==> src/hdl/ddr_pkg.sv <==
// Package for the distributed DMA slave register block.
// Assumes one clock domain and a byte-lane I/O access port.
package ddr_pkg;

  // Configuration-space offset of the window base address.
  localparam logic [7:0] DDR_CFG_BASE_OFS = 8'h98;
  // The window is 16 bytes, so the low four address bits select in it.
  localparam int DDR_WIN_BITS = 4;
  localparam logic [31:0] DDR_BASE_RST = 32'h0000_0000;

  // Byte offsets inside the window.
  localparam logic [3:0] DDR_COUNT_OFS = 4'h4;
  localparam logic [3:0] DDR_CMD_STAT_OFS = 4'h8;
  localparam logic [3:0] DDR_SWREQ_OFS = 4'h9;

  // Reset values and field positions.
  localparam logic [15:0] DDR_COUNT_RST = 16'h0000;
  localparam logic DDR_DISABLE_RST = 1'b0;
  localparam int DDR_CMD_DISABLE_BIT = 2;
  localparam logic [3:0] DDR_TC_RST = 4'h0;

  // Count decrement per transfer in each width.
  localparam logic [15:0] DDR_STEP_8 = 16'h0001;
  localparam logic [15:0] DDR_STEP_16 = 16'h0002;

  // Transfer mode field encodings.
  typedef enum logic [1:0] {
    DDR_MODE_DEMAND = 2'b00,
    DDR_MODE_SINGLE = 2'b01,
    DDR_MODE_BLOCK = 2'b10,
    DDR_MODE_RSVD = 2'b11
  } ddr_mode_t;

  // One I/O or configuration access, dword wide with byte enables.
  typedef struct packed {
    logic wr;
    logic rd;
    logic [31:0] addr;
    logic [3:0] be;
    logic [31:0] wdata;
  } ddr_access_t;

endpackage

==> src/hdl/ddr_sync.sv <==
// Two-stage synchroniser for a level from outside the clock domain.
// Assumes the input is a slowly changing level, not a narrow pulse.
`timescale 1ns/1ps
module ddr_sync (
  input wire logic clock,
  input wire logic srst,
  input wire logic async_in,
  output logic sync_out
);
  logic stage1;
  logic next_stage1;
  logic next_sync_out;

  // The first stage is read only by the second.
  always_comb begin
    next_stage1 = async_in;
    next_sync_out = stage1;
    if (srst) begin
      next_stage1 = 1'b0;
      next_sync_out = 1'b0;
    end
  end

  // Both stages are plain registers.
  always_ff @(posedge clock) begin
    stage1 <= next_stage1;
    sync_out <= next_sync_out;
  end
endmodule

==> src/hdl/ddr_regs.sv <==
// Register block of a single-channel distributed DMA slave.
// Assumes decoded I/O and configuration accesses on the same clock, a
// transfer-done pulse from the data mover, and a card request pin.
// Functional notes
// - Writing offset 04h loads the 16-bit byte count; it resets to zero.
// - Reading offset 04h returns the live remaining count.
// - Eight-bit mode lowers the count by one per completed transfer.
// - Sixteen-bit mode lowers the count by two per completed transfer.
// - Command bit 2 at 08h disables the controller; zero enables, reset zero.
// - Command bits 7-3 and 1-0 are reserved and read zero.
// - Reads at 08h return status; writes there reach the command.
// - Status bits 7-4 follow the card request together.
// - Request status ignores the card request mask.
// - Status bits 3-0 all set when the channel reaches terminal count.
// - Terminal count bits clear on status read and on channel reset.
// - Any write to offset 09h enables a software transfer request.
// - Config offset 98h sets the base of the 16-byte I/O window.
// - A set mask bit makes the device ignore card requests.
// - Block mode is code 10 in mode bits 7-6.
// - Reserved locations read zero; writes to them change nothing.
`timescale 1ns/1ps
module ddr_regs
  import ddr_pkg::*;
(
  input wire logic clock,
  input wire logic srst,
  input wire ddr_access_t io_acc,
  input wire ddr_access_t cfg_acc,
  input wire logic card_dma_request,
  input wire logic card_request_mask,
  input wire ddr_mode_t transfer_mode_select,
  input wire logic word16_mode,
  input wire logic xfer_done,
  input wire logic channel_reset,
  output logic [31:0] io_rdata,
  output logic io_ack,
  output logic [31:0] cfg_rdata,
  output logic cfg_ack,
  output logic controller_disable,
  output logic dma_request,
  output logic terminal_count
);

  // Window hit test, used by both read and write decoding.
  function automatic logic win_hit(input logic [31:0] a,
                                   input logic [31:0] b);
    win_hit = (a[31:DDR_WIN_BITS] == b[31:DDR_WIN_BITS]);
  endfunction

  // Byte lane enable for a byte offset in the window.
  function automatic logic lane_on(input logic [31:0] a,
                                   input logic [3:0] be,
                                   input logic [3:0] ofs);
    lane_on = (a[3:2] == ofs[3:2]) && be[ofs[1:0]];
  endfunction

  logic card_req_sync;
  logic [31:0] win_base;
  logic [15:0] transfer_count;
  logic [3:0] terminal_count_flags;
  logic sw_pending;
  logic [31:0] next_win_base;
  logic [15:0] next_transfer_count;
  logic [3:0] next_terminal_count_flags;
  logic next_sw_pending;
  logic next_controller_disable;
  logic [31:0] next_io_rdata;
  logic next_io_ack;
  logic [31:0] next_cfg_rdata;
  logic next_cfg_ack;
  logic next_dma_request;
  logic next_terminal_count;
  logic hit;
  logic wr_cnt_lo;
  logic wr_cnt_hi;
  logic wr_cmd;
  logic wr_swreq;
  logic rd_stat;
  logic step_done;
  logic [15:0] step;
  logic [7:0] status_byte;

  // The card request comes from a pin, so it is synchronised first.
  ddr_sync u_req_sync (
    .clock(clock),
    .srst(srst),
    .async_in(card_dma_request),
    .sync_out(card_req_sync)
  );

  // Access decode inside the window.
  always_comb begin
    hit = win_hit(io_acc.addr, win_base);
    wr_cnt_lo = io_acc.wr && hit &&
                lane_on(io_acc.addr, io_acc.be, DDR_COUNT_OFS);
    wr_cnt_hi = io_acc.wr && hit &&
                lane_on(io_acc.addr, io_acc.be, DDR_COUNT_OFS + 4'h1);
    wr_cmd = io_acc.wr && hit &&
             lane_on(io_acc.addr, io_acc.be, DDR_CMD_STAT_OFS);
    wr_swreq = io_acc.wr && hit &&
               lane_on(io_acc.addr, io_acc.be, DDR_SWREQ_OFS);
    rd_stat = io_acc.rd && hit &&
              lane_on(io_acc.addr, io_acc.be, DDR_CMD_STAT_OFS);
    step = word16_mode ? DDR_STEP_16 : DDR_STEP_8;
    step_done = xfer_done && !controller_disable &&
                (transfer_count != DDR_COUNT_RST);
    status_byte = {{4{card_req_sync}}, terminal_count_flags};
  end

  // Next-state logic for all registers; a count write beats a decrement.
  always_comb begin
    next_win_base = win_base;
    next_transfer_count = transfer_count;
    next_terminal_count_flags = terminal_count_flags;
    next_sw_pending = sw_pending;
    next_controller_disable = controller_disable;
    next_io_rdata = 32'h0000_0000;
    next_io_ack = io_acc.wr || io_acc.rd;
    next_cfg_rdata = 32'h0000_0000;
    next_cfg_ack = cfg_acc.wr || cfg_acc.rd;
    if (cfg_acc.wr && cfg_acc.addr[7:0] == DDR_CFG_BASE_OFS) begin
      next_win_base = {cfg_acc.wdata[31:DDR_WIN_BITS],
                       {DDR_WIN_BITS{1'b0}}};
    end
    if (cfg_acc.rd && cfg_acc.addr[7:0] == DDR_CFG_BASE_OFS) begin
      next_cfg_rdata = win_base;
    end
    if (step_done) begin
      // A final odd byte in 16-bit mode still ends at zero.
      if (transfer_count <= step) begin
        next_transfer_count = DDR_COUNT_RST;
      end else begin
        next_transfer_count = transfer_count - step;
      end
    end
    if (wr_cnt_lo) begin
      next_transfer_count[7:0] = io_acc.wdata[7:0];
    end
    if (wr_cnt_hi) begin
      next_transfer_count[15:8] = io_acc.wdata[15:8];
    end
    if (wr_cmd) begin
      // Only the disable bit is stored; the others stay zero.
      next_controller_disable =
        io_acc.wdata[DDR_CMD_DISABLE_BIT];
    end
    if (rd_stat) begin
      next_io_rdata[7:0] = status_byte;
      next_terminal_count_flags = DDR_TC_RST;
    end else if (io_acc.rd && hit &&
                 io_acc.addr[3:2] == DDR_COUNT_OFS[3:2]) begin
      next_io_rdata[7:0] = io_acc.be[0] ? transfer_count[7:0] : 8'h00;
      next_io_rdata[15:8] = io_acc.be[1] ? transfer_count[15:8]
                                         : 8'h00;
    end
    // Reaching terminal count wins over the read clear.
    if (step_done && transfer_count <= step) begin
      next_terminal_count_flags = 4'hf;
      next_sw_pending = 1'b0;
    end
    if (wr_swreq) begin
      next_sw_pending = 1'b1;
    end
    if (channel_reset) begin
      next_terminal_count_flags = DDR_TC_RST;
      next_sw_pending = 1'b0;
    end
    // Software requests only drive the channel in block mode.
    next_dma_request = !next_controller_disable &&
      ((card_req_sync && !card_request_mask) ||
       (next_sw_pending &&
        transfer_mode_select == DDR_MODE_BLOCK));
    next_terminal_count = next_terminal_count_flags[0];
    if (srst) begin
      next_win_base = DDR_BASE_RST;
      next_transfer_count = DDR_COUNT_RST;
      next_terminal_count_flags = DDR_TC_RST;
      next_sw_pending = 1'b0;
      next_controller_disable = DDR_DISABLE_RST;
      next_io_rdata = 32'h0000_0000;
      next_io_ack = 1'b0;
      next_cfg_rdata = 32'h0000_0000;
      next_cfg_ack = 1'b0;
      next_dma_request = 1'b0;
      next_terminal_count = 1'b0;
    end
  end

  // Registers only; all behaviour lives in the process above.
  always_ff @(posedge clock) begin
    win_base <= next_win_base;
    transfer_count <= next_transfer_count;
    terminal_count_flags <= next_terminal_count_flags;
    sw_pending <= next_sw_pending;
    controller_disable <= next_controller_disable;
    io_rdata <= next_io_rdata;
    io_ack <= next_io_ack;
    cfg_rdata <= next_cfg_rdata;
    cfg_ack <= next_cfg_ack;
    dma_request <= next_dma_request;
    terminal_count <= next_terminal_count;
  end
endmodule

==> config.mk <==
export PLATFORM = sky130hd
export DESIGN_NAME = ddr_regs
export DESIGN_NICKNAME = d
export VERILOG_FILES = /design/src/hdl/ddr_pkg.sv /design/src/hdl/ddr_sync.sv /design/src/hdl/ddr_regs.sv
export SDC_FILE = /design/constraint.sdc
export NUM_CORES = 1
export LEC_CHECK = 0
export CAP_MARGIN = 20
export CORE_AREA = 2 2 85 87
export DETAILED_ROUTE_END_ITERATION = 16
export DIE_AREA = 0 0 87 89
export DONT_BUFFER_PORTS = 1
export GPL_ROUTABILITY_DRIVEN = 0
export PLACE_DENSITY_LB_ADDON = 0.2
export SETUP_SLACK_MARGIN = 0.5
export SLEW_MARGIN = 20
export SYNTH_ARGS = -nofsm -noshare
export SYNTH_HDL_FRONTEND = slang
export SYNTH_SLANG_ARGS = --single-unit
==> constraint.sdc <==
create_clock -name clock -period 4.95 [get_ports clock]
set_input_delay 0.2475 -clock clock [delete_from_list [all_inputs] [get_ports clock]]
set_output_delay 0.2475 -clock clock [all_outputs]
set_load 0.05 [all_outputs]
# Word level (Yosys, flattened, before mapping)
# Cells that the tools add are included.
# W data, S select, Z words.
[totals] wordCells=73 mem_bits_ro=0 mem_bits_rw=0 regBits=115 mem_count=0 input_bits=149 latch_bits=0 output_inout_bits=69
[op_classes] bitwise_logic=3 magnitude_cmp=1 n_eq_ne=5 addsub=1 shift=0 muxes=14 n_reduce_logical=33 mul=0 n_div=0
[ops] operator="$mux W8" n=5
[ops] operator="$mux W16" n=2
[ops] operator="$eq A28 B28 Y1" n=1
[ops] operator="$logic_and A1 B1 Y1" n=20
[ops] operator="$le A16 B2 Y1" n=1
[ops] operator="$reduce_bool A16 Y1" n=1
[ops] operator="$sub A16 B2 Y16" n=1
[ops] operator="$eq A8 B8 Y1 const B" n=1
[ops] operator="$mux W4" n=2
[ops] operator="$reduce_bool A2 Y1" n=3
[ops] operator="$eq A2 B2 Y1 const B" n=2
[ops] operator="$mux W1" n=4
[ops] operator="$reduce_or A2 Y1" n=2
[ops] operator="$reduce_or A4 Y1" n=1
[ops] operator="$logic_not A1 Y1" n=3
[ops] operator="$logic_or A1 B1 Y1" n=3
[ops] operator="$not A1 Y1" n=3
[ops] operator="$eq A2 B1 Y1 const B" n=1
[ops] operator="$mux W2" n=1

# Depth between registers and ports, before layout
[logic_depth] ltp_word=10 depth_mapped=10 ltp_nobuf=10

# Hierarchy
# From an unflattened synthesis, not the netlist that was laid out.
[hier_totals] cells_unflattened=435 area_unflattened_um2=4180.3
[modules_own_cells] mod="ddr_regs" area_per_inst_um2=4127.7 instances=1 cells_per_inst=431 seq_area_each_um2=1881.8
[modules_own_cells] mod="ddr_sync" area_per_inst_um2=52.6 instances=1 cells_per_inst=4 seq_area_each_um2=40.0

# Least setup slack after synthesis
# No wires, ideal clock.
[synth_timing] kind="input port to flip-flop" startpoint="in word16_mode" endpoint="reg transfer_count[10]" path_buffers=0 path_slack_ps=2853 stages=9 arrival_ps=2012 t_required_ps=4864 setup_time_ps=86 path_cell_list="inv_1 -> ha_1 -> inv_1 -> fa_1 -> nand3b_1 -> or4_1 -> nor3_1 -> a21oi_1 -> a211oi_1"
[synth_between] elab_chain_len=5 word_cells_on_any_way=6 classes_between="add/sub: 1; order compare: 1; mux: 4"
[synth_rtl] element="start, declared" line_no="ddr_regs.sv:32" text="input wire logic word16_mode,"
[synth_rtl] element="$mux W2 (*)" line_no="ddr_regs.sv:104" text="step = word16_mode ? DDR_STEP_16 : DDR_STEP_8;"
[synth_rtl] element="$sub A16 B2 Y16 / $le A16 B2 Y1 (equally long branches)" line_no="ddr_regs.sv:133, ddr_regs.sv:130"
[synth_rtl] element="$mux W16 (*)" line_no="ddr_regs.sv:130" text="if (transfer_count <= step) begin"
[synth_rtl] element="$mux W16 (*)" line_no="ddr_regs.sv:128" text="if (step_done) begin"
[synth_rtl] element="$mux W8 (*)" line_no="ddr_regs.sv:139" text="if (wr_cnt_hi) begin"
[synth_rtl] element="end signal, assigned" line_no="ddr_regs.sv:192" text="transfer_count <= next_transfer_count;"
[synth_rtl] element="end, declared" line_no="ddr_regs.sv:59" text="logic [15:0] transfer_count;"
# Every way passes the cells marked *; elsewhere a longest branch is shown, timed or not. The select of a mux whose other input is x is not followed.
# A chain may end at the register's enable or synchronous reset.

# Worst setup path after layout
[layout_timing] startpoint="reg transfer_count[0]" endpoint="reg transfer_count[15]"
[layout_between] elab_chain_len=4 word_cells_on_any_way=8 classes_between="add/sub: 1; order compare: 1; mux: 3; reduce/logical: 3"
[layout_rtl] element="$sub A16 B2 Y16 / $le A16 B2 Y1 (equally long branches)" line_no="ddr_regs.sv:133, ddr_regs.sv:130"
[layout_rtl] element="$mux W16" line_no="ddr_regs.sv:130"
[layout_rtl] element="$mux W16" line_no="ddr_regs.sv:128"
[layout_rtl] element="$mux W8" line_no="ddr_regs.sv:139"
# Several ways; a longest one is shown, not always the timed one. The select of a mux whose other input is x is not followed.

==> run summary <==
status - complete, no violations
Slowest Stage Delay on Critical Path - 480 ps
count of different cell masters after synthesis - 56
Hold Fails Final Rpt - 0
number of enable flip-flop cells after synthesis - 0
worst hold path class - in2reg
count of buffers added by post-CTS timing repair for setup - 0
prevailing post-synth register cell - sky130_fd_sc_hd__dfxtp_1
final antenna-violating net count - 0
R2R Path End - transfer_count[15]$_SDFFE_PP0P_
hold path startpoint - io_acc[69]
largest net degree at the start of global routing - 51
Setup crit start - transfer_count[0]$_SDFFE_PP0P_
# rows - 30
average size of a mapped cell - 9.65 sq um
half-perimeter wire length after detailed placement - 6.42 mm
final cell count without fillers - 508
Filler Cell Count - 574
count of boundary I/O pins - 218
share of synthesized area occupied by flip-flops and latches - 0.467
worst endpoint data arrival time - 2870 ps
Max-Slew Margin vs Limit - 0.340
Final min period - 2590 ps
critical path start-end classification - reg2reg
vertical die dimension - 89 um
peak fanout along the critical path - 7
worst hold endpoint - io_ack$_SDFF_PP0_
count of synthesis-stage warnings from yosys - 0
static leakage power - 0.00187 uW
vias - 2,903
worst-case clock skew - 13.9 ps
part of the cycle the worst path needs - 0.523
Worst setup EP type - register
top cells by area, synth - sky130_fd_sc_hd__dfxtp_1, sky130_fd_sc_hd__mux2i_1, sky130_fd_sc_hd__xnor2_1
horizontal extent of the die - 87 um
depth of the worst register-to-register path - 10
Skew-Pair Late Insertion Delay - 360 ps
Slowest-stage cell, CP - sky130_fd_sc_hd__nor2_1
total negative slack for setup checks - 0 ps
iteration count of the initial detailed-routing pass - 4
area of the die - 7740 sq um
first-pass GRT wire length - 13.7 mm
clock root buffer - sky130_fd_sc_hd__clkbuf_8
number of cells in the design after placement - 488
Startpoint Class - register
Worst Max-Slew Pin Slew - 989 ps
fraction of registers with async set or reset after synthesis - 0
setup slack on the worst flop-to-flop path - 2360 ps
drt first-iter violations - 141
input/output buffers - 0
area inside the core boundary - 6720 sq um
setup repair after global routing missed its margin - no
top-area cell type share of the netlist area - 0.467
clock buffer depth - 2
depth of the worst hold-timing path - 2
reg-to-reg critical path startpoint - transfer_count[0]$_SDFFE_PP0P_
most instantiated cells after synthesis - sky130_fd_sc_hd__dfxtp_1, sky130_fd_sc_hd__nor2_1, sky130_fd_sc_hd__and2_1
# diodes - 0
Final Net Count - 575
setup violators final - 0
number of synthesized register bits - 96
Max H-tree Level - 3
post-DR vias/cell - 5.71
initial antenna violation count - 0
number of global-route vias before repair - 2,769
synthesized netlist cell count - 426
effective utilization at floorplan - 0.612
Max Clk Rate - 386 MHz
ordered cell list for the critical path - inv_1 > ha_1 > inv_1 > fa_1 > a21bo_1 > a21oi_1 > nor2_1 > nor2_1 > a32oi_1 > a211oi_1
fin. max-slew vios - 0
# clock sinks - 96
DRT Wirelength - 8.80 mm
power density over the cells - 433 nW/um^2
total routing usage reported by global routing - 0.231
most used standard cell by instance count after synthesis - sky130_fd_sc_hd__dfxtp_1
TritonCTS clock tree - done
worst slack at placement - 2450 ps
endpoint required time on the critical path - 5230 ps
post-synthesis cell area - 4110 sq um
global route total overflow - 0
layout overhead on the synthesized area - 5.60%
Remaining DRCs - 0
post-synth top area cell - sky130_fd_sc_hd__dfxtp_1
final worst slack - 2360 ps
Max rail drop VDD - 0.214 mV
clock slew at reported path FFs - 90 ps
MaxCap Viol Count - 0
average wire length per cell after detail routing - 17.3 um
share of layout cells above drive strength 1 - 0.0584
Overall Power - 1880 uW
number of buffers added by the clock tree synthesis step - 9
worst max-delay path by stage:
stage | endpoint | cells past startpoint
global placement | transfer_count[15]$_SDFFE_PP0P_ | 10
floorplan | transfer_count[10]$_SDFFE_PP0P_ | 9
finish | transfer_count[15]$_SDFFE_PP0P_ | 10
global route | transfer_count[15]$_SDFFE_PP0P_ | 10
detailed placement | transfer_count[15]$_SDFFE_PP0P_ | 10
CTS | transfer_count[15]$_SDFFE_PP0P_ | 10
area by class of cell:
class / instances / area, sq um / share of cell area
Multi-Input combinational cell: 308 / 2030 / 0.467
Sequential cell: 96 / 1920 / 0.443
Clock buffer: 11 / 141 / 0.0326
Inverter: 4 / 15.0 / 0.00346
Tap cell: 80 / 100 / 0.0230
Timing Repair Buffer: 4 / 50.0 / 0.0115
Clock inverter: 5 / 85.1 / 0.0196
layer usage:
layer	vias up	global-route usage	routed length (um)	part of all wire
met2	138	0.368	3940	0.45
met5	-	0	0	0
met4	0	0.105	209	0.024
met1	1332	0.303	3830	0.44
met3	12	0.0489	819	0.093
li1	1421	-	-	-
flip-flops by register name, indices dropped and copies added, names as in the netlist:
register	cells
cfg_ack	1
cfg_rdata	28
controller_disable	1
dma_request	1
io_ack	1
io_rdata	16
sw_pending	1
terminal_count_flags	1
transfer_count	16
u_req_sync.stage1	1
u_req_sync.sync_out	1
win_base	28
per-stage QoR:
stage,utilization,instance area [sq um],hold WS (ps)
final,0.646,4340,18.3
after global placement,0.605,4070,322
after floorplan,-,4180,327
after global routing,0.646,4340,12.3
after detailed placement,0.605,4070,325
after CTS,0.646,4340,0.662
where the power goes:
group,switching (uW),internal [uW]
Sequential,52.8,806
Combinational,268,184
Clock,269,302
cells by family after synthesis:
| family | Yosys count | synth area share |
|---|---|---|
| AO/OA/AOI/OAI | 52 | 0.0870 |
| XOR/XNOR | 33 | 0.0703 |
| adder cells (fa/ha/maj) | 3 | 0.0110 |
| buffers and inverters | 41 | 0.0578 |
| flip-flops | 96 | 0.467 |
| multiplexers | 33 | 0.0803 |
| other | 1 | 0.000912 |
| AND/OR/NAND/NOR | 167 | 0.225 |
repair_timing:
action | in CTS | in global routing
hold buffers | 4 | 0
endpoints found under the hold margin | 51 | 0
resized for setup | 0 | 0
layout by cell type, fill, tap and decap left out, types with 2 or more instances in the layout:
master                          count
sky130_fd_sc_hd__o31ai_1            2
sky130_fd_sc_hd__a21bo_1            2
sky130_fd_sc_hd__nand4_1           10
sky130_fd_sc_hd__or3_1              5
sky130_fd_sc_hd__conb_1            20
sky130_fd_sc_hd__nor2b_1            5
sky130_fd_sc_hd__nor4_1             3
sky130_fd_sc_hd__a21oi_1           14
sky130_fd_sc_hd__nor2_1            59
sky130_fd_sc_hd__mux2i_1           33
sky130_fd_sc_hd__o21ai_0            3
sky130_fd_sc_hd__nand2_1           12
sky130_fd_sc_hd__and2_1            38
sky130_fd_sc_hd__nor3_1            11
sky130_fd_sc_hd__dlygate4sd3_1      3
sky130_fd_sc_hd__o21ai_1            3
sky130_fd_sc_hd__and3b_1            3
sky130_fd_sc_hd__inv_1              4
sky130_fd_sc_hd__nand3_1            2
sky130_fd_sc_hd__bufinv_16          2
sky130_fd_sc_hd__a21boi_1           2
sky130_fd_sc_hd__a211oi_1           9
sky130_fd_sc_hd__and4b_1            2
sky130_fd_sc_hd__dfxtp_1           96
sky130_fd_sc_hd__xor2_1             4
sky130_fd_sc_hd__inv_6              2
sky130_fd_sc_hd__ha_1               2
sky130_fd_sc_hd__clkbuf_8          10
sky130_fd_sc_hd__nor4b_1            2
sky130_fd_sc_hd__a32oi_1            2
sky130_fd_sc_hd__xnor2_1           29
sky130_fd_sc_hd__a22oi_1            7
critical path: cells and delay by family, from the launching register on:
family / cells / cell delay, ps
AND/OR/NAND/NOR: 2 / 620
flip-flops: 1 / 380
buffers and inverters: 2 / 150
AO/OA/AOI/OAI: 4 / 900
adder cells (fa/ha/maj): 2 / 470
No activity file was read; power rests on OpenSTA's default activity.
